===== config.mk =====
export PLATFORM = sky130hd
export DESIGN_NAME = dstc_display_sync_timing
export DESIGN_NICKNAME = d
export VERILOG_FILES = /design/src/logic/dstc_pkg.sv /design/src/logic/dstc_display_sync_timing.sv
export SDC_FILE = /design/constraint.sdc
export NUM_CORES = 1
export LEC_CHECK = 0
export BUFFER_PORTS_ARGS = -buffer_cell sky130_fd_sc_hd__buf_2
export CAP_MARGIN = 25
export CORE_MARGIN = 3
export CORE_UTILIZATION = 49
export CTS_CLUSTER_DIAMETER = 200
export CTS_CLUSTER_SIZE = 14
export DETAILED_ROUTE_END_ITERATION = 6
export PLACE_DENSITY_LB_ADDON = 0.3
export REMOVE_ABC_BUFFERS = 1
export SYNTH_ARGS = -nofsm -noshare
export SYNTH_HDL_FRONTEND = slang
export SYNTH_SLANG_ARGS = --single-unit

===== constraint.sdc =====
create_clock -name ref_clk -period 3.4 [get_ports ref_clk]
set_input_delay 0.68 -clock ref_clk [delete_from_list [all_inputs] [get_ports ref_clk]]
set_output_delay 0.68 -clock ref_clk [all_outputs]
set_load 0.005 [all_outputs]

===== src/logic/dstc_pkg.sv =====
// package for the display sync timing controller: register indices,
// field positions, write masks and reset values.
// assumes a 32-bit Avalon-MM slave whose address is the register index.
package dstc_pkg;
    localparam int ADDR_W = 6;
    localparam int REG_CNT = 33;
    // register indices; byte address is four times the index
    localparam logic [5:0] IDX_MODE = 6'h00;
    localparam logic [5:0] IDX_ENABLE = 6'h02;
    localparam logic [5:0] IDX_LINE_TOTAL = 6'h06;
    localparam logic [5:0] IDX_LINE_ACTIVE = 6'h08;
    localparam logic [5:0] IDX_LEFT_PART = 6'h0A;
    localparam logic [5:0] IDX_HPULSE_START = 6'h0C;
    localparam logic [5:0] IDX_HPULSE_WIDTH = 6'h0E;
    localparam logic [5:0] IDX_VPULSE_WIDTH = 6'h0F;
    localparam logic [5:0] IDX_FRAME_TOTAL = 6'h12;
    localparam logic [5:0] IDX_VPULSE_START = 6'h14;
    localparam logic [5:0] IDX_ACTIVE_LINES = 6'h16;
    localparam logic [5:0] IDX_WIN_LEFT = 6'h18;
    localparam logic [5:0] IDX_WIN_TOP = 6'h1A;
    localparam logic [5:0] IDX_WIN_PIXELS = 6'h1C;
    localparam logic [5:0] IDX_WIN_RASTERS = 6'h1E;
    localparam logic [5:0] IDX_CONSOLE = 6'h20;
    localparam logic [5:0] IDX_STATUS = 6'h3E;
    localparam logic [5:0] IDX_SOFT_RESET = 6'h3F;
    // display_mode_reg fields
    localparam int MODE_SCAN_LSB = 0;
    localparam int MODE_LOCK_BIT = 2;
    localparam int MODE_POL_BIT = 3;
    localparam int MODE_PARITY_BIT = 5;
    localparam int MODE_DIV_LSB = 8;
    localparam int MODE_SRC_BIT = 15;
    localparam logic [1:0] SCAN_INTERLACED = 2'h3;
    // display_enable_reg fields
    localparam int EN_CONSOLE_BIT = 0;
    localparam int EN_WINDOW_BIT = 1;
    localparam int EN_MIDDLE_BIT = 2;
    localparam int EN_BASE_BIT = 3;
    localparam int EN_OUTPUT_BIT = 15;
    // console_layout_reg fields
    localparam int CON_HEIGHT_LSB = 0;
    localparam int CON_STRIDE_LSB = 16;
    localparam int CON_COLOR_BIT = 31;
    localparam int CON_STRIDE_SHIFT = 6;
    // reset values and writable masks
    localparam logic [31:0] MODE_RESET = 32'h0000_1E00;
    localparam logic [31:0] MASK_MODE = 32'h0000_9F2F;
    localparam logic [31:0] MASK_ENABLE = 32'h0000_800F;
    localparam logic [31:0] MASK_FIELD12 = 32'h0000_0FFF;
    localparam logic [31:0] MASK_BYTE = 32'h0000_00FF;
    localparam logic [31:0] MASK_VWIDTH = 32'h0000_003F;
    localparam logic [31:0] MASK_CONSOLE = 32'h80FF_0FFF;
endpackage


===== src/logic/dstc_display_sync_timing.sv =====
// display sync timing controller: dot clock, line and raster counters,
// sync pulses, field parity, layer gating, window and console geometry.
// assumes ref_clk stands for the internal PLL output; external dot clock
// and sync pins are asynchronous and are synchronised here.
//
// The implementer's own choice: the Avalon-MM interface to the registers.
`timescale 1ns/100ps
// What this block does
// - scan field: bit 0 clear is progressive, 11 is interlaced
// - lock counters to external sync inputs only when lock bit is set
// - sync outputs active low for polarity 0, active high for 1
// - parity output low even, high odd; inverted when its bit is set
// - dot clock is source divided by divider plus one; reset 11110
// - source is internal clock at 0, external dot clock pin at 1
// - software reset leaves the display mode register untouched
// - console, window, middle, base layers shown only when enabled
// - no display signal output while output enable bit is 0
// - each line lasts line total plus one dot clocks
// - active display is line active plus one pixel clocks
// - left partition lasts boundary plus one; software sets it if unsplit
// - hsync asserts when dot count reaches pulse start
// - hsync lasts pulse width plus one dot clocks
// - vsync lasts six-bit width plus one rasters
// - frame is total plus one rasters; interlaced field plus 1.5
// - vsync starts on raster vertical position
// - active lines plus one rasters displayed per frame
// - window edges placed at programmed dot and raster offsets
// - window width from pixel count; software never writes zero
// - window height is setting plus one rasters
// - console height bits 11-0 plus one; stride bits 23-16 times 64
// - console pixels are 8-bit lookup colour when colour bit is 0
// - console pixels are 16-bit direct colour when colour bit is 1
module dstc_display_sync_timing
    import dstc_pkg::*;
#(
    parameter int CNT_W = 12
) (
    // clock and reset
    input wire logic ref_clk,
    input wire logic rst_b,
    // avalon-mm slave
    input wire logic [dstc_pkg::ADDR_W-1:0] address,
    input wire logic read,
    input wire logic write,
    input wire logic [31:0] writedata,
    input wire logic [3:0] byteenable,
    output logic [31:0] readdata,
    output logic waitrequest,
    // external pins, asynchronous
    input wire logic extDotClockIn,
    input wire logic extHsyncIn,
    input wire logic extVsyncIn,
    // video outputs
    output logic hsyncOut,
    output logic vsyncOut,
    output logic csyncOut,
    output logic parityOut,
    output logic displayActive,
    output logic leftPartition,
    output logic dotTick,
    // layer gating and window
    output logic consoleShow,
    output logic windowShow,
    output logic middleShow,
    output logic baseShow,
    // console geometry
    output logic consoleDirectColor,
    output logic [13:0] consoleLineBytes,
    output logic [12:0] consoleFrameLines
);
    import dstc_pkg::*;

    logic [31:0] regs [0:REG_CNT-1];
    logic busAck;
    logic softReset;
    logic run;
    logic extClk1, extClk2, extClk3;
    logic extHs1, extHs2, extHs3;
    logic extVs1, extVs2, extVs3;
    logic srcTick, extHsEdge, extVsEdge, halfStep, lineWrap;
    logic [4:0] divCnt;
    logic [CNT_W-1:0] hCount;
    logic [CNT_W+1:0] vHalf;
    logic [CNT_W+1:0] fieldEnd;
    logic [CNT_W:0] raster;
    logic [CNT_W:0] halfSum;
    logic oddField;
    logic hsOn, vsOn, hAct, vAct, winOn;

    // byte lanes turned into a bit mask
    function automatic logic [31:0] laneMask(input logic [3:0] be);
        return {{8{be[3]}}, {8{be[2]}}, {8{be[1]}}, {8{be[0]}}};
    endfunction

    // writable bits of each index; zero marks an unmapped word
    function automatic logic [31:0] wrMask(input logic [5:0] idx);
        unique case (idx)
            IDX_MODE: return MASK_MODE;
            IDX_ENABLE: return MASK_ENABLE;
            IDX_HPULSE_WIDTH: return MASK_BYTE;
            IDX_VPULSE_WIDTH: return MASK_VWIDTH;
            IDX_CONSOLE: return MASK_CONSOLE;
            IDX_LINE_TOTAL, IDX_LINE_ACTIVE, IDX_LEFT_PART,
            IDX_HPULSE_START, IDX_FRAME_TOTAL, IDX_VPULSE_START,
            IDX_ACTIVE_LINES, IDX_WIN_LEFT, IDX_WIN_TOP,
            IDX_WIN_PIXELS, IDX_WIN_RASTERS: return MASK_FIELD12;
            default: return 32'h0000_0000;
        endcase
    endfunction

    // one wait state on every access: answer is taken on the second edge
    always_ff @(posedge ref_clk or negedge rst_b) begin
        if (!rst_b) begin
            busAck <= 1'b0;
        end else begin
            busAck <= (read || write) && !busAck;
        end
    end
    assign waitrequest = (read || write) && !busAck;

    // register file; unmapped words keep zero and ignore writes
    genvar gi;
    generate
        for (gi = 0; gi < REG_CNT; gi++) begin : g_reg
            localparam logic [5:0] IDX = 6'(gi);
            always_ff @(posedge ref_clk or negedge rst_b) begin
                if (!rst_b) begin
                    regs[gi] <= (IDX == IDX_MODE) ? MODE_RESET : 32'h0000_0000;
                end else if (softReset && IDX != IDX_MODE) begin
                    regs[gi] <= 32'h0000_0000;
                end else if (write && busAck && address == IDX) begin
                    regs[gi] <= (regs[gi] & ~(wrMask(IDX) & laneMask(byteenable)))
                        | (writedata & wrMask(IDX) & laneMask(byteenable));
                end
            end
        end
    endgenerate

    // soft reset is a one-cycle pulse from a write of bit 0
    always_ff @(posedge ref_clk or negedge rst_b) begin
        if (!rst_b) begin
            softReset <= 1'b0;
        end else begin
            softReset <= write && busAck && address == IDX_SOFT_RESET
                && byteenable[0] && writedata[0];
        end
    end

    // read data is latched on the first cycle and stands at the accept edge
    always_ff @(posedge ref_clk or negedge rst_b) begin
        if (!rst_b) begin
            readdata <= 32'h0000_0000;
        end else if (read && !busAck) begin
            if (address == IDX_STATUS) begin
                readdata <= {12'h000, oddField, vsOn, hsOn, run,
                             3'b000, raster};
            end else if (address < 6'(REG_CNT)) begin
                readdata <= regs[address] & wrMask(address);
            end else begin
                readdata <= 32'h0000_0000;
            end
        end
    end

    // field views of the registers
    wire logic [31:0] modeReg = regs[IDX_MODE];
    wire logic [31:0] enReg = regs[IDX_ENABLE];
    wire logic [31:0] conReg = regs[IDX_CONSOLE];
    wire logic interlaced =
        modeReg[MODE_SCAN_LSB +: 2] == SCAN_INTERLACED;
    wire logic lockOn = modeReg[MODE_LOCK_BIT];
    wire logic pol = modeReg[MODE_POL_BIT];
    wire logic eoPol = modeReg[MODE_PARITY_BIT];
    wire logic [4:0] divider = modeReg[MODE_DIV_LSB +: 5];
    wire logic srcExt = modeReg[MODE_SRC_BIT];
    wire logic [CNT_W-1:0] lineTotal = regs[IDX_LINE_TOTAL][CNT_W-1:0];
    wire logic [CNT_W-1:0] lineActive = regs[IDX_LINE_ACTIVE][CNT_W-1:0];
    wire logic [CNT_W-1:0] leftWidth = regs[IDX_LEFT_PART][CNT_W-1:0];
    wire logic [CNT_W-1:0] hpulse_start = regs[IDX_HPULSE_START][CNT_W-1:0];
    wire logic [7:0] hpulse_width = regs[IDX_HPULSE_WIDTH][7:0];
    wire logic [5:0] vpulse_width = regs[IDX_VPULSE_WIDTH][5:0];
    wire logic [CNT_W-1:0] frame_total_lines = regs[IDX_FRAME_TOTAL][CNT_W-1:0];
    wire logic [CNT_W-1:0] vpulse_start = regs[IDX_VPULSE_START][CNT_W-1:0];
    wire logic [CNT_W-1:0] active_lines = regs[IDX_ACTIVE_LINES][CNT_W-1:0];
    wire logic [CNT_W-1:0] wx = regs[IDX_WIN_LEFT][CNT_W-1:0];
    wire logic [CNT_W-1:0] wy = regs[IDX_WIN_TOP][CNT_W-1:0];
    wire logic [CNT_W-1:0] ww = regs[IDX_WIN_PIXELS][CNT_W-1:0];
    wire logic [CNT_W-1:0] wh = regs[IDX_WIN_RASTERS][CNT_W-1:0];

    assign run = enReg[EN_OUTPUT_BIT] && !softReset;

    // pin synchronisers; only the second and third stages are looked at
    always_ff @(posedge ref_clk or negedge rst_b) begin
        if (!rst_b) begin
            {extClk1, extClk2, extClk3} <= 3'b000;
            {extHs1, extHs2, extHs3} <= 3'b000;
            {extVs1, extVs2, extVs3} <= 3'b000;
        end else begin
            {extClk1, extClk2, extClk3} <= {extDotClockIn, extClk1, extClk2};
            {extHs1, extHs2, extHs3} <= {extHsyncIn, extHs1, extHs2};
            {extVs1, extVs2, extVs3} <= {extVsyncIn, extVs1, extVs2};
        end
    end

    // source is one tick per ref_clk or one per external rising edge
    assign srcTick = srcExt ? (extClk2 && !extClk3) : 1'b1;
    // external pulses are read at the programmed active level
    assign extHsEdge = lockOn && ((extHs2 ^ ~pol) && !(extHs3 ^ ~pol));
    assign extVsEdge = lockOn && ((extVs2 ^ ~pol) && !(extVs3 ^ ~pol));

    // dot clock prescaler; a divider of 0 passes every source tick
    always_ff @(posedge ref_clk or negedge rst_b) begin
        if (!rst_b) begin
            divCnt <= 5'h00;
        end else if (!run) begin
            divCnt <= 5'h00;
        end else if (srcTick) begin
            divCnt <= (divCnt == divider) ? 5'h00 : divCnt + 5'h01;
        end
    end
    assign dotTick = run && srcTick && divCnt == divider;

    // horizontal counter; 0 is the first dot of the display period
    assign lineWrap = dotTick && hCount == lineTotal;
    always_ff @(posedge ref_clk or negedge rst_b) begin
        if (!rst_b) begin
            hCount <= '0;
        end else if (!run) begin
            hCount <= '0;
        end else if (extHsEdge) begin
            hCount <= hpulse_start;
        end else if (dotTick) begin
            hCount <= lineWrap ? '0 : hCount + 1'b1;
        end
    end

    // the raster counter runs in half lines so an interlaced field can
    // end mid-line; a progressive field always holds an even count
    assign halfSum = {1'b0, lineTotal} + 1'b1;
    assign halfStep = lineWrap
        || (dotTick && hCount + 1'b1 == halfSum[CNT_W:1]);
    assign fieldEnd = interlaced ? {1'b0, frame_total_lines, 1'b0} + 2'd2
                                 : {1'b0, frame_total_lines, 1'b0} + 2'd1;
    assign raster = vHalf[CNT_W+1:1];

    always_ff @(posedge ref_clk or negedge rst_b) begin
        if (!rst_b) begin
            vHalf <= '0;
        end else if (!run) begin
            vHalf <= '0;
        end else if (extVsEdge) begin
            vHalf <= {1'b0, vpulse_start, 1'b0};
        end else if (halfStep) begin
            vHalf <= (vHalf == fieldEnd) ? '0 : vHalf + 1'b1;
        end
    end

    // field parity flips at every field end in interlaced scan only
    always_ff @(posedge ref_clk or negedge rst_b) begin
        if (!rst_b) begin
            oddField <= 1'b0;
        end else if (!run || !interlaced) begin
            oddField <= 1'b0;
        end else if (halfStep && vHalf == fieldEnd) begin
            oddField <= !oddField;
        end
    end

    // beat decodes; differences are taken only once the minimum is passed
    always_comb begin
        hsOn = hCount >= hpulse_start
            && CNT_W'(hCount - hpulse_start) <= CNT_W'(hpulse_width);
        vsOn = raster >= {1'b0, vpulse_start}
            && (CNT_W+1)'(raster - vpulse_start) <= (CNT_W+1)'(vpulse_width);
        hAct = hCount <= lineActive;
        vAct = raster <= {1'b0, active_lines};
        winOn = hCount >= wx && CNT_W'(hCount - wx) < ww
            && raster >= {1'b0, wy}
            && (CNT_W+1)'(raster - wy) <= {1'b0, wh};
    end

    // video outputs; with output disabled all sit at their idle level
    always_ff @(posedge ref_clk or negedge rst_b) begin
        if (!rst_b) begin
            hsyncOut <= 1'b1;
            vsyncOut <= 1'b1;
            csyncOut <= 1'b1;
            parityOut <= 1'b0;
            displayActive <= 1'b0;
            leftPartition <= 1'b0;
        end else begin
            hsyncOut <= ~((run && hsOn) ^ pol);
            vsyncOut <= ~((run && vsOn) ^ pol);
            csyncOut <= ~((run && (hsOn || vsOn)) ^ pol);
            parityOut <= run && (oddField ^ eoPol);
            displayActive <= run && hAct && vAct;
            leftPartition <= run && vAct
                && hCount <= leftWidth;
        end
    end

    // layer gating follows the active area of the frame
    always_ff @(posedge ref_clk or negedge rst_b) begin
        if (!rst_b) begin
            consoleShow <= 1'b0;
            windowShow <= 1'b0;
            middleShow <= 1'b0;
            baseShow <= 1'b0;
        end else begin
            consoleShow <= run && hAct && vAct && enReg[EN_CONSOLE_BIT];
            windowShow <= run && hAct && vAct && winOn
                && enReg[EN_WINDOW_BIT];
            middleShow <= run && hAct && vAct && enReg[EN_MIDDLE_BIT];
            baseShow <= run && hAct && vAct && enReg[EN_BASE_BIT];
        end
    end

    // console frame geometry for the fetch engine
    always_ff @(posedge ref_clk or negedge rst_b) begin
        if (!rst_b) begin
            consoleDirectColor <= 1'b0;
            consoleLineBytes <= 14'h0000;
            consoleFrameLines <= 13'h0000;
        end else begin
            consoleDirectColor <= conReg[CON_COLOR_BIT];
            consoleLineBytes <= {conReg[CON_STRIDE_LSB +: 8], 6'h00};
            consoleFrameLines <= {1'b0, conReg[CON_HEIGHT_LSB +: 12]}
                + 13'h0001;
        end
    end
endmodule


* Yosys cells after proc, flatten, opt, wreduce, memory -nomap -nowiden
Memory sizes are Yosys's and may differ from the RTL's. Cells that the tools add are included.
Word-level totals: bits in registers 619, memory bits (read-only) 1472, word-level logic and storage cells 286, memories kept 1
Operators by class: add/sub/neg operators 11, magnitude comparators 13, equal/unequal tests 25, multiplexer cells 53, bitwise logic cells 58, reduce and logical (&&, ||, !) cells 80
Memories:
- (name not given) | words 64, bits a word 23, rd ports 1, clocked after memory_dff 0, wr ports 0, line dstc_display_sync_timing.sv:97 | unique case (idx)
Operators with widths (number):
- 2-to-1 mux 32 bit | 37
- AND 32 bit | 18
- bitwise OR 32 bit | 16
- binary-select mux 32 bit (select 6 bit) | 1
- 2-to-1 mux 14 bit | 5
- AND 16 x 32 -> 32 bit | 2
- NOT 16 -> 32 bit | 2
- logical AND 1 bit | 51
- 2-to-1 mux 12 bit | 4
- == test 6 x 5 -> 1 bit, second input constant | 7
- AND 12 x 32 -> 32 bit | 1
- AND 6 x 32 -> 32 bit | 1
- AND 8 x 32 -> 32 bit | 1
- NOT 12 -> 32 bit | 1
- NOT 32 bit | 1
- NOT 6 -> 32 bit | 1
- NOT 8 -> 32 bit | 1
- nonzero test 2 bit | 16
- == test 6 x 4 -> 1 bit, second input constant | 5
- adder 12 x 1 -> 13 bit, second input constant | 2
- >= comparator 13 x 12 -> 1 bit | 2
- <= comparator 13 x 12 -> 1 bit | 2
- subtractor 13 x 12 -> 13 bit | 2
- == test 12 bit | 2
- other kinds (30) | 59

* Logic depth before layout (Yosys ltp)
Gate-level depths: netlist of run 1.
depth in word-level cells 10, gate-level depth with buffers 18, mapped depth without buffers 18

* Least setup slack after synthesis of run 1
No wires, ideal clock.
kind flip-flop to flip-flop, from reg vHalf[1], to reg csyncOut, arrival time 3.467 ns, data required time 3.318 ns, setup slack -0.149 ns, stages on the path, launching flop included 17, path buffers 0, period minus slack after synthesis 3.549 ns, path through dfrtp_1 -> inv_1 -> ha_1 -> inv_1 -> fa_1 -> a21oi_1 -> nor2b_1 -> nor2_1 -> xnor2_1 -> ha_1 -> nor2b_1 -> o31a_1 -> o22a_1 -> a2111oi_0 -> nand4_1 -> or3_1 -> a211o_1
On the way: cells in the longest elaborated chain, start to end 7, elaborated cells on any way between the ends 8
RTL lines:
- from (decl) | line dstc_display_sync_timing.sv:83 | logic [CNT_W+1:0] vHalf;
- from (signal assigned) | line dstc_display_sync_timing.sv:252 | vHalf <= {1'b0, vpulse_start, 1'b0};
- from (signal assigned) | line dstc_display_sync_timing.sv:254 | vHalf <= (vHalf == fieldEnd) ? '0 : vHalf + 1'b1;
- subtractor 13 x 12 -> 13 bit | line dstc_display_sync_timing.sv:274 | && (CNT_W+1)'(raster - vpulse_start) <= (CNT_W+1)'(vpulse_width);
- <= comparator 13 x 6 -> 1 bit | line dstc_display_sync_timing.sv:274
- logical AND 1 bit * | line dstc_display_sync_timing.sv:274
- logical OR 1 bit * | line dstc_display_sync_timing.sv:294 | csyncOut <= ~((run && (hsOn || vsOn)) ^ pol);
- logical AND 1 bit * | line dstc_display_sync_timing.sv:294
- XOR 1 bit * | line dstc_display_sync_timing.sv:294
- NOT 1 bit * | line dstc_display_sync_timing.sv:294
- to (signal assigned) | line dstc_display_sync_timing.sv:294
- to (decl) | line dstc_display_sync_timing.sv:56 | output logic csyncOut,
Every way passes the cells marked *; elsewhere a longest branch is shown, timed or not. A chain may end at the register's enable or synchronous reset.

* Worst setup path after layout of run 1
Ends and elaborated chain as after synthesis.

==> impl_metrics.json, run 1 <==
{
  "hpwlAfterDp_mm": 45.9,
  "row_count": 70,
  "cts_buffers": 24,
  "ant_nets": 0,
  "critical-path-max-stage-delay_ns": 0.39,
  "finClkSkew_ns": 0.0428,
  "r2r_slack_ns": -0.12,
  "hold_path_class": "in2async",
  "cp_slowest_cell": "dfrtp_1",
  "ys_ff_latch": 281,
  "p_total_mw": 8.08,
  "drt-wirelength-per-cell_um": 22.1,
  "violations": "setup timing",
  "crit_required_ns": 3.90,
  "holdWs_ns": 0.0489,
  "crit_start": "vHalf[1]$_DFFE_PN0P_",
  "vias": 17100,
  "postLayoutCoreUtil_pct": 56.6,
  "cp.arrival_ns": 4.02,
  "core_mm2": 0.0370,
  "outcome": "finished, violations left",
  "setup_tns_ns": -0.238,
  "start_kind": "flip-flop",
  "worstSetupPathType": "reg2reg",
  "die_h_um": 200,
  "timing.fmax_ghz": 0.284,
  "final_cells": 2824,
  "drt-initial-drc-count": 1602,
  "cts_root_buf": "clkbuf_16",
  "fin_crit_sh_pct": 103,
  "pre_cts_ws_ns": -0.498,
  "r2r-end": "csyncOut$_DFF_PN1_",
  "postSynthAreaPerCell_um2": 8.49,
  "slew_headroom_pct": 24.9,
  "cts_max_level": 1,
  "fill_cells": 3455,
  "timing.rr.start": "vHalf[1]$_DFFE_PN0P_",
  "drc": 0,
  "grt_use_total_pct": 30.3,
  "io_buffers": 96,
  "ys.flop_type": "dfrtp_1",
  "die_width_um": 200,
  "drv_slew": 0,
  "grt_pass1_wl_mm": 96.1,
  "pwr_density_cell_mw_per_mm2": 386,
  "grt_setup_unrepaired": "true",
  "crit_path_max_fanout": 3,
  "gp_congestion": 0.950,
  "num_io_pins": 121,
  "synthArstFlopShare_pct": 100,
  "cp-end-kind": "flip-flop",
  "netlist_area_mm2": 0.0185,
  "crit_chain": "inv_2, ha_4, inv_2, fa_2, a21oi_2, nor2b_1, nor2_1, xnor2_1, ha_1, nor2b_1, o31a_1, o22a_1, a2111oi_4, nand4_1, buf_4, or3_4, a211o_1",
  "ctsHoldBuffers": 0,
  "floorplan.initialDensity_pct": 50.1,
  "antenna_cells": 0,
  "final_cell_area_mm2": 0.0209,
  "synth_warnings": 0,
  "cts_tree": "built",
  "clockBufferDepth": 3,
  "period_needed_ns": 3.52,
  "cts.sinks": 281,
  "placedInstanceArea_mm2": 0.0201,
  "area_delta_synth_final_pct": 13.0,
  "power_leakage_nw": 9.40,
  "ir_drop_mv": 0.382,
  "clk_pin_slew_ns": 0.07,
  "wirelength_mm": 62.5,
  "hold_viol": 0,
  "clkLatencyLatePin_ns": 0.57,
  "tightest_slew_ns": 1.11,
  "nets": 2488,
  "setup_violations": 4,
  "viasPerCell": 6.04,
  "grt_pass1_vias": 16700,
  "antenna_found_initial": 0,
  "synth-seq-area-share_pct": 38.0,
  "maxCapViolations": 0,
  "ys_types": 80,
  "fin_ws_ns": -0.119,
  "grt_max_degree": 91,
  "grt_overflow": 0,
  "synth_edf_count": 0,
  "worst_r2r_path_depth": 17,
  "final_layout_size_suffix_gt1_share_pct": 13.8,
  "dp_cells": 2781,
  "syn_inst": 2181,
  "die-area_mm2": 0.0402,
  "firstDrtPassIters": 6
}
==> final cells by class <==
type                            count  area (µm²)  area share [%]
Inverter                          142         533            2.55
Timing Repair Buffer              219        1490            7.10
Clock inverter                      2        32.5           0.156
Multi-Input combinational cell   1640       10500            50.4
Sequential cell                   281        7050            33.7
Clock buffer                       36         646            3.09
Tap cell                          504         631            3.01
==> state kept, by name, indices dropped and copies added, names as in the netlist, 11 cells and up <==
| name | flops |
|---|---|
| conReg | 21 |
| consoleFrameLines | 13 |
| vHalf | 14 |
| readdata | 23 |
| active_lines | 12 |
| regs | 66 |
| lineActive | 12 |
| hCount | 12 |
| leftWidth | 12 |
| modeReg | 11 |
| hpulse_start | 12 |
| frame_total_lines | 12 |
| lineTotal | 12 |
==> how the worst max path moves through the flow <==
| stage | cells past startpoint | endpoint | slack [ns] |
|---|---|---|---|
| final | 17 | csyncOut$_DFF_PN1_ | -0.12 |
| after global routing | 18 | csyncOut$_DFF_PN1_ | -0.35 |
| after CTS | 17 | csyncOut$_DFF_PN1_ | -0.17 |
| after detailed placement | 17 | csyncOut$_DFF_PN1_ | -0.50 |
| after global placement | 17 | csyncOut$_DFF_PN1_ | -0.41 |
| after floorplan | 5 | vHalf[2]$_DFFE_PN0P_ | -1.52 |
==> metal layers <==
metal  GRT usage, %  share of wire (%)  vias to the layer above
met5              0                  0                        -
met2           48.9                 45                      860
li1               -                  -                     7872
met1           40.2                 41                     8152
met4           12.5                4.9                        0
met3           6.03                9.0                      185
==> timing repair <==
action,CTS,global route
gates resized for setup,21,10
setup endpoints to repair,4,8
setup buffers,2,2
pin swaps,19,11
==> kinds of logic (layout without fill, tap and decap cells) <==
group / count (synthesis) / after routing / share of synthesized area (%)
adder cells (fa/ha/maj): 132 / 132 / 9.07
XOR/XNOR: 107 / 107 / 5.06
other: 1 / 15 / 0.0203
buffers and inverters: 274 / 399 / 6.04
flip-flops: 281 / 281 / 38.0
AND/OR/NAND/NOR: 763 / 763 / 19.1
AO/OA/AOI/OAI: 545 / 545 / 18.3
multiplexers: 78 / 78 / 4.37
==> critical path, delay by kind of cell, from the launching register on <==
kind                     cells  cell delay (ns)
flip-flops                   1             0.39
buffers and inverters        3             0.29
AO/OA/AOI/OAI                5             1.11
XOR/XNOR                     1             0.13
adder cells (fa/ha/maj)      3             0.73
AND/OR/NAND/NOR              5             0.77
==> power by group <==
part	switching [mW]	total (mW)	internal [mW]
sequential	0.161	3.67	3.51
combinational	1.01	1.78	0.769
clock	1.31	2.62	1.31
total	2.49	8.08	5.60
==> cells in the final DEF, fill, tap and decap left out, drive strengths merged, types with 7 or more instances in the layout <==
cell type  Yosys  routed
a211oi         9       9
a21o          25      25
a21oi        200     200
a221oi        18      18
a222oi        12      12
a22o           9       9
a22oi         37      37
a31oi         12      12
and2           9       9
and3          27      27
buf           41     219
clkbuf        91      36
conb           1      15
dfrtp        274     274
dfstp          7       7
ha           127     127
inv          142     142
mux2          23      23
mux2i         55      55
nand2        290     290
nand2b        23      23
nand3         83      83
nand4         31      31
nor2         187     187
nor2b         29      29
nor3          32      32
nor3b         10      10
nor4           8       8
o2111ai        7       7
o211ai        11      11
o21a          11      11
o21ai        120     120
o21bai         7       7
o22ai         18      18
or2            8       8
or3            9       9
xnor2         76      76
xor2          31      31
==> Yosys cell counts (all sizes together) (4+ instances only) <==
cell,number,area (µm²)
nor2b,29,181
a21oi,200,1000
or2,8,50.1
xor2,31,272
o21a,11,82.6
and4,5,43.8
inv,142,533
dfrtp,274,6860
o21bai,7,56.3
nor4,8,77.6
clkbuf,91,342
nor2,187,702
nand4,31,200
o21ai,120,601
nand3,83,420
ha,127,1590
a22o,9,78.8
nand2b,23,144
a31oi,12,75.1
and3,27,169
and2,9,56.3
a222oi,12,120
a211oi,9,67.6
dfstp,7,184
mux2i,55,551
mux2,23,259
o2111ai,7,61.3
a221oi,18,158
o211ai,11,82.6
o22ai,18,113
nor3,32,165
buf,41,244
fa,4,80.1
a21boi,4,30.0
a22oi,37,278
or3,9,56.3
o31ai,5,37.5
nor3b,10,75.1
a21o,25,188
xnor2,76,666
nand2,290,1090
No activity file was read; power rests on OpenSTA's default activity.
==> run 2: changes to the inputs <==
--- a/config.mk
+++ b/config.mk
@@ -5,6 +5,7 @@
 export SDC_FILE = /design/constraint.sdc
 export NUM_CORES = 1
 export LEC_CHECK = 0
+export ABC_CLOCK_PERIOD_IN_PS = 4550
 export BUFFER_PORTS_ARGS = -buffer_cell sky130_fd_sc_hd__buf_2
 export CAP_MARGIN = 25
 export CORE_MARGIN = 3
@@ -13,6 +14,7 @@
 export CTS_CLUSTER_SIZE = 14
 export DETAILED_ROUTE_END_ITERATION = 6
 export PLACE_DENSITY_LB_ADDON = 0.3
+export RECOVER_POWER = 25
 export REMOVE_ABC_BUFFERS = 1
 export SYNTH_ARGS = -nofsm -noshare
 export SYNTH_HDL_FRONTEND = slang
==> constraint.sdc (replaced) <==
create_clock -name ref_clk -period 4.55 [get_ports ref_clk]
set_input_delay 0.91 -clock ref_clk [delete_from_list [all_inputs] [get_ports ref_clk]]
set_output_delay 0.91 -clock ref_clk [all_outputs]
set_load 0.005 [all_outputs]
==> run 2 against run 1 <==
The flow finishes with violations (DRC, capacitance limit, slew limit). Combinational power decreased by 34%. Via count decreased by 0.35%. Register-to-register slack improved by 0.62 ns. Maximum frequency decreased by 13%. First-iteration DRC count increased by 12%. Count of clock-buffer cells in the layout unchanged. Final cell count decreased by 2.9%. Cell area decreased by 3.8%. Non-clock buffer count decreased by 83. Critical path type unchanged.
==> impl_metrics.json, run 2 (same netlist as run 1, synthesis figures left out) <==
{
  "grt_max_degree": 112,
  "period_needed_ns": 4.05,
  "floorplan.initialDensity_pct": 50.1,
  "cts_buffers": 24,
  "final_common_cell": "nand2_1",
  "cp-end-kind": "flip-flop",
  "outcome": "finished, violations left",
  "crit_path_max_fanout": 3,
  "multi_input_area_mm2": 0.0104,
  "crit_chain": "inv_1, ha_1, inv_1, fa_1, a21oi_1, nor2b_1, nor2_1, xnor2_1, ha_1, nor2b_1, o31a_1, o22a_1, a2111oi_0, nand4_1, or3_1, a211o_1",
  "fill_cells": 3468,
  "gp_congestion": 1.01,
  "maxCapViolations": 1,
  "clk_pin_slew_ns": 0.07,
  "start_kind": "flip-flop",
  "drt-initial-drc-count": 1793,
  "mostFrequentLayoutCells": "290 x nand2_1, 273 x dfrtp_1, 200 x a21oi_1",
  "grt_setup_unrepaired": "false",
  "ir_drop_mv": 0.314,
  "die_width_um": 200,
  "io_buffers": 96,
  "drc": 10,
  "cts_tree": "built",
  "grt_pass1_wl_mm": 93.1,
  "finClkSkew_ns": 0.0414,
  "antenna_cells": 0,
  "antenna_found_initial": 4,
  "die_h_um": 200,
  "hold_path_class": "reg2reg",
  "row_count": 70,
  "postCtsResizedCells": 0,
  "worstSetupPathType": "reg2reg",
  "grt_overflow": 0,
  "cts.sinks": 281,
  "holdWs_ns": 0.350,
  "setup_tns_ns": 0,
  "ctsHoldBuffers": 0,
  "critical-path-max-stage-delay_ns": 0.44,
  "area_delta_synth_final_pct": 8.65,
  "nets": 2405,
  "cts_root_buf": "clkbuf_16",
  "num_io_pins": 121,
  "firstDrtPassIters": 7,
  "power_leakage_nw": 8.94,
  "final_layout_size_suffix_gt1_share_pct": 9.52,
  "setup_violations": 0,
  "core_mm2": 0.0370,
  "wirelength_mm": 59.5,
  "fin_ws_ns": 0.497,
  "grt_use_total_pct": 28.9,
  "seqCellArea_mm2": 0.00704,
  "fin_crit_sh_pct": 89.1,
  "violations": "DRC, capacitance limit, slew limit",
  "die-area_mm2": 0.0402,
  "hold_viol": 0,
  "grt_pass1_vias": 16500,
  "clockBufferDepth": 3,
  "drv_slew": 111,
  "clkLatencyLatePin_ns": 0.57,
  "pre_cts_ws_ns": 0.565,
  "hpwlAfterDp_mm": 43.2,
  "post_cts_buffers": 0,
  "cp.arrival_ns": 4.54,
  "timing.fmax_ghz": 0.247,
  "crit_required_ns": 5.04,
  "viasPerCell": 6.21,
  "slew_headroom_pct": -85.6,
  "ant_nets": 0,
  "cts_max_level": 1,
  "pwr_density_cell_mw_per_mm2": 292,
  "postLayoutCoreUtil_pct": 54.4,
  "largest_register": "regs",
  "drt-wirelength-per-cell_um": 21.7,
  "vias": 17000,
  "tightest_slew_ns": 2.78,
  "largest_reg_flops": 66,
  "cp_slowest_cell": "or3_1"
}
[run 2: changes by cell type in the layout (fill, tap and decap cells not counted), moves of 3 or more]
| cell | delta |
|---|---|
| inv_2 | -3 |
| buf_12 | -3 |
| inv_1 | +3 |
| buf_4 | -79 |
| fa_1 | +3 |
| a21oi_2 | -5 |
| a21oi_1 | +5 |
| fa_2 | -3 |
[run 2: cell type report]
class | count | share of cell area [%]
clock inverter | 2 | 0.162
inverter | 142 | 2.65
clock buffer | 36 | 3.21
timing repair buffer | 136 | 4.04
sequential | 281 | 35.0
multi-input combinational | 1640 | 51.8
tap | 504 | 3.13
[run 2: path summary, 6_finish.rpt]
check                                     start                             end  slack, ns  cells past startpoint
setup reg to reg           vHalf[1]$_DFFE_PN0P_              csyncOut$_DFF_PN1_       0.50                     16
max in group asynchronous                 rst_b  consoleFrameLines[3]$_DFF_PN0_       0.84                      2
hold reg to reg                extHs1$_DFF_PN0_                extHs2$_DFF_PN0_       0.35                      0
min in group asynchronous                 rst_b     hpulse_start[7]$_DFFE_PN0N_       1.21                      1
hold / removal                 extHs1$_DFF_PN0_                extHs2$_DFF_PN0_       0.35                      0
setup / recovery           vHalf[1]$_DFFE_PN0P_              csyncOut$_DFF_PN1_       0.50                     16
[run 2: routing by layer]
layer	global-route usage [%]	vias to the layer above	wire length, µm
met5	0	-	53
met4	11.7	8	2800
met3	5.36	201	5930
met2	46.4	870	27000
met1	38.9	8246	23700
li1	-	7684	-
[run 2: metrics by stage]
step	total power, mW	cell area [µm²]	cells
2_1_floorplan	3.50	18000	2063
5_1_grt	6.16	20100	2741
4_1_cts	5.89	20100	2740
6_report	5.88	20100	2741
3_5_place_dp	3.96	19400	2702
3_3_place_gp	3.91	19400	2700
[run 2: power by group]
group | internal [mW] | switching, mW | total (mW)
clock network | 0.983 | 0.973 | 1.96
logic | 0.482 | 0.693 | 1.18
registers | 2.62 | 0.129 | 2.75
[run 2: worst max-delay path, delay by kind of cell, from the launching register on]
family	cells	cell delay, ns
and+or+nand+nor	5	1.09
xor gates and xnor gates	1	0.14
DFF	1	0.38
AOI/OAI and AO/OA	5	1.35
adders and majority gates	3	0.85
buffers and inverters	2	0.18
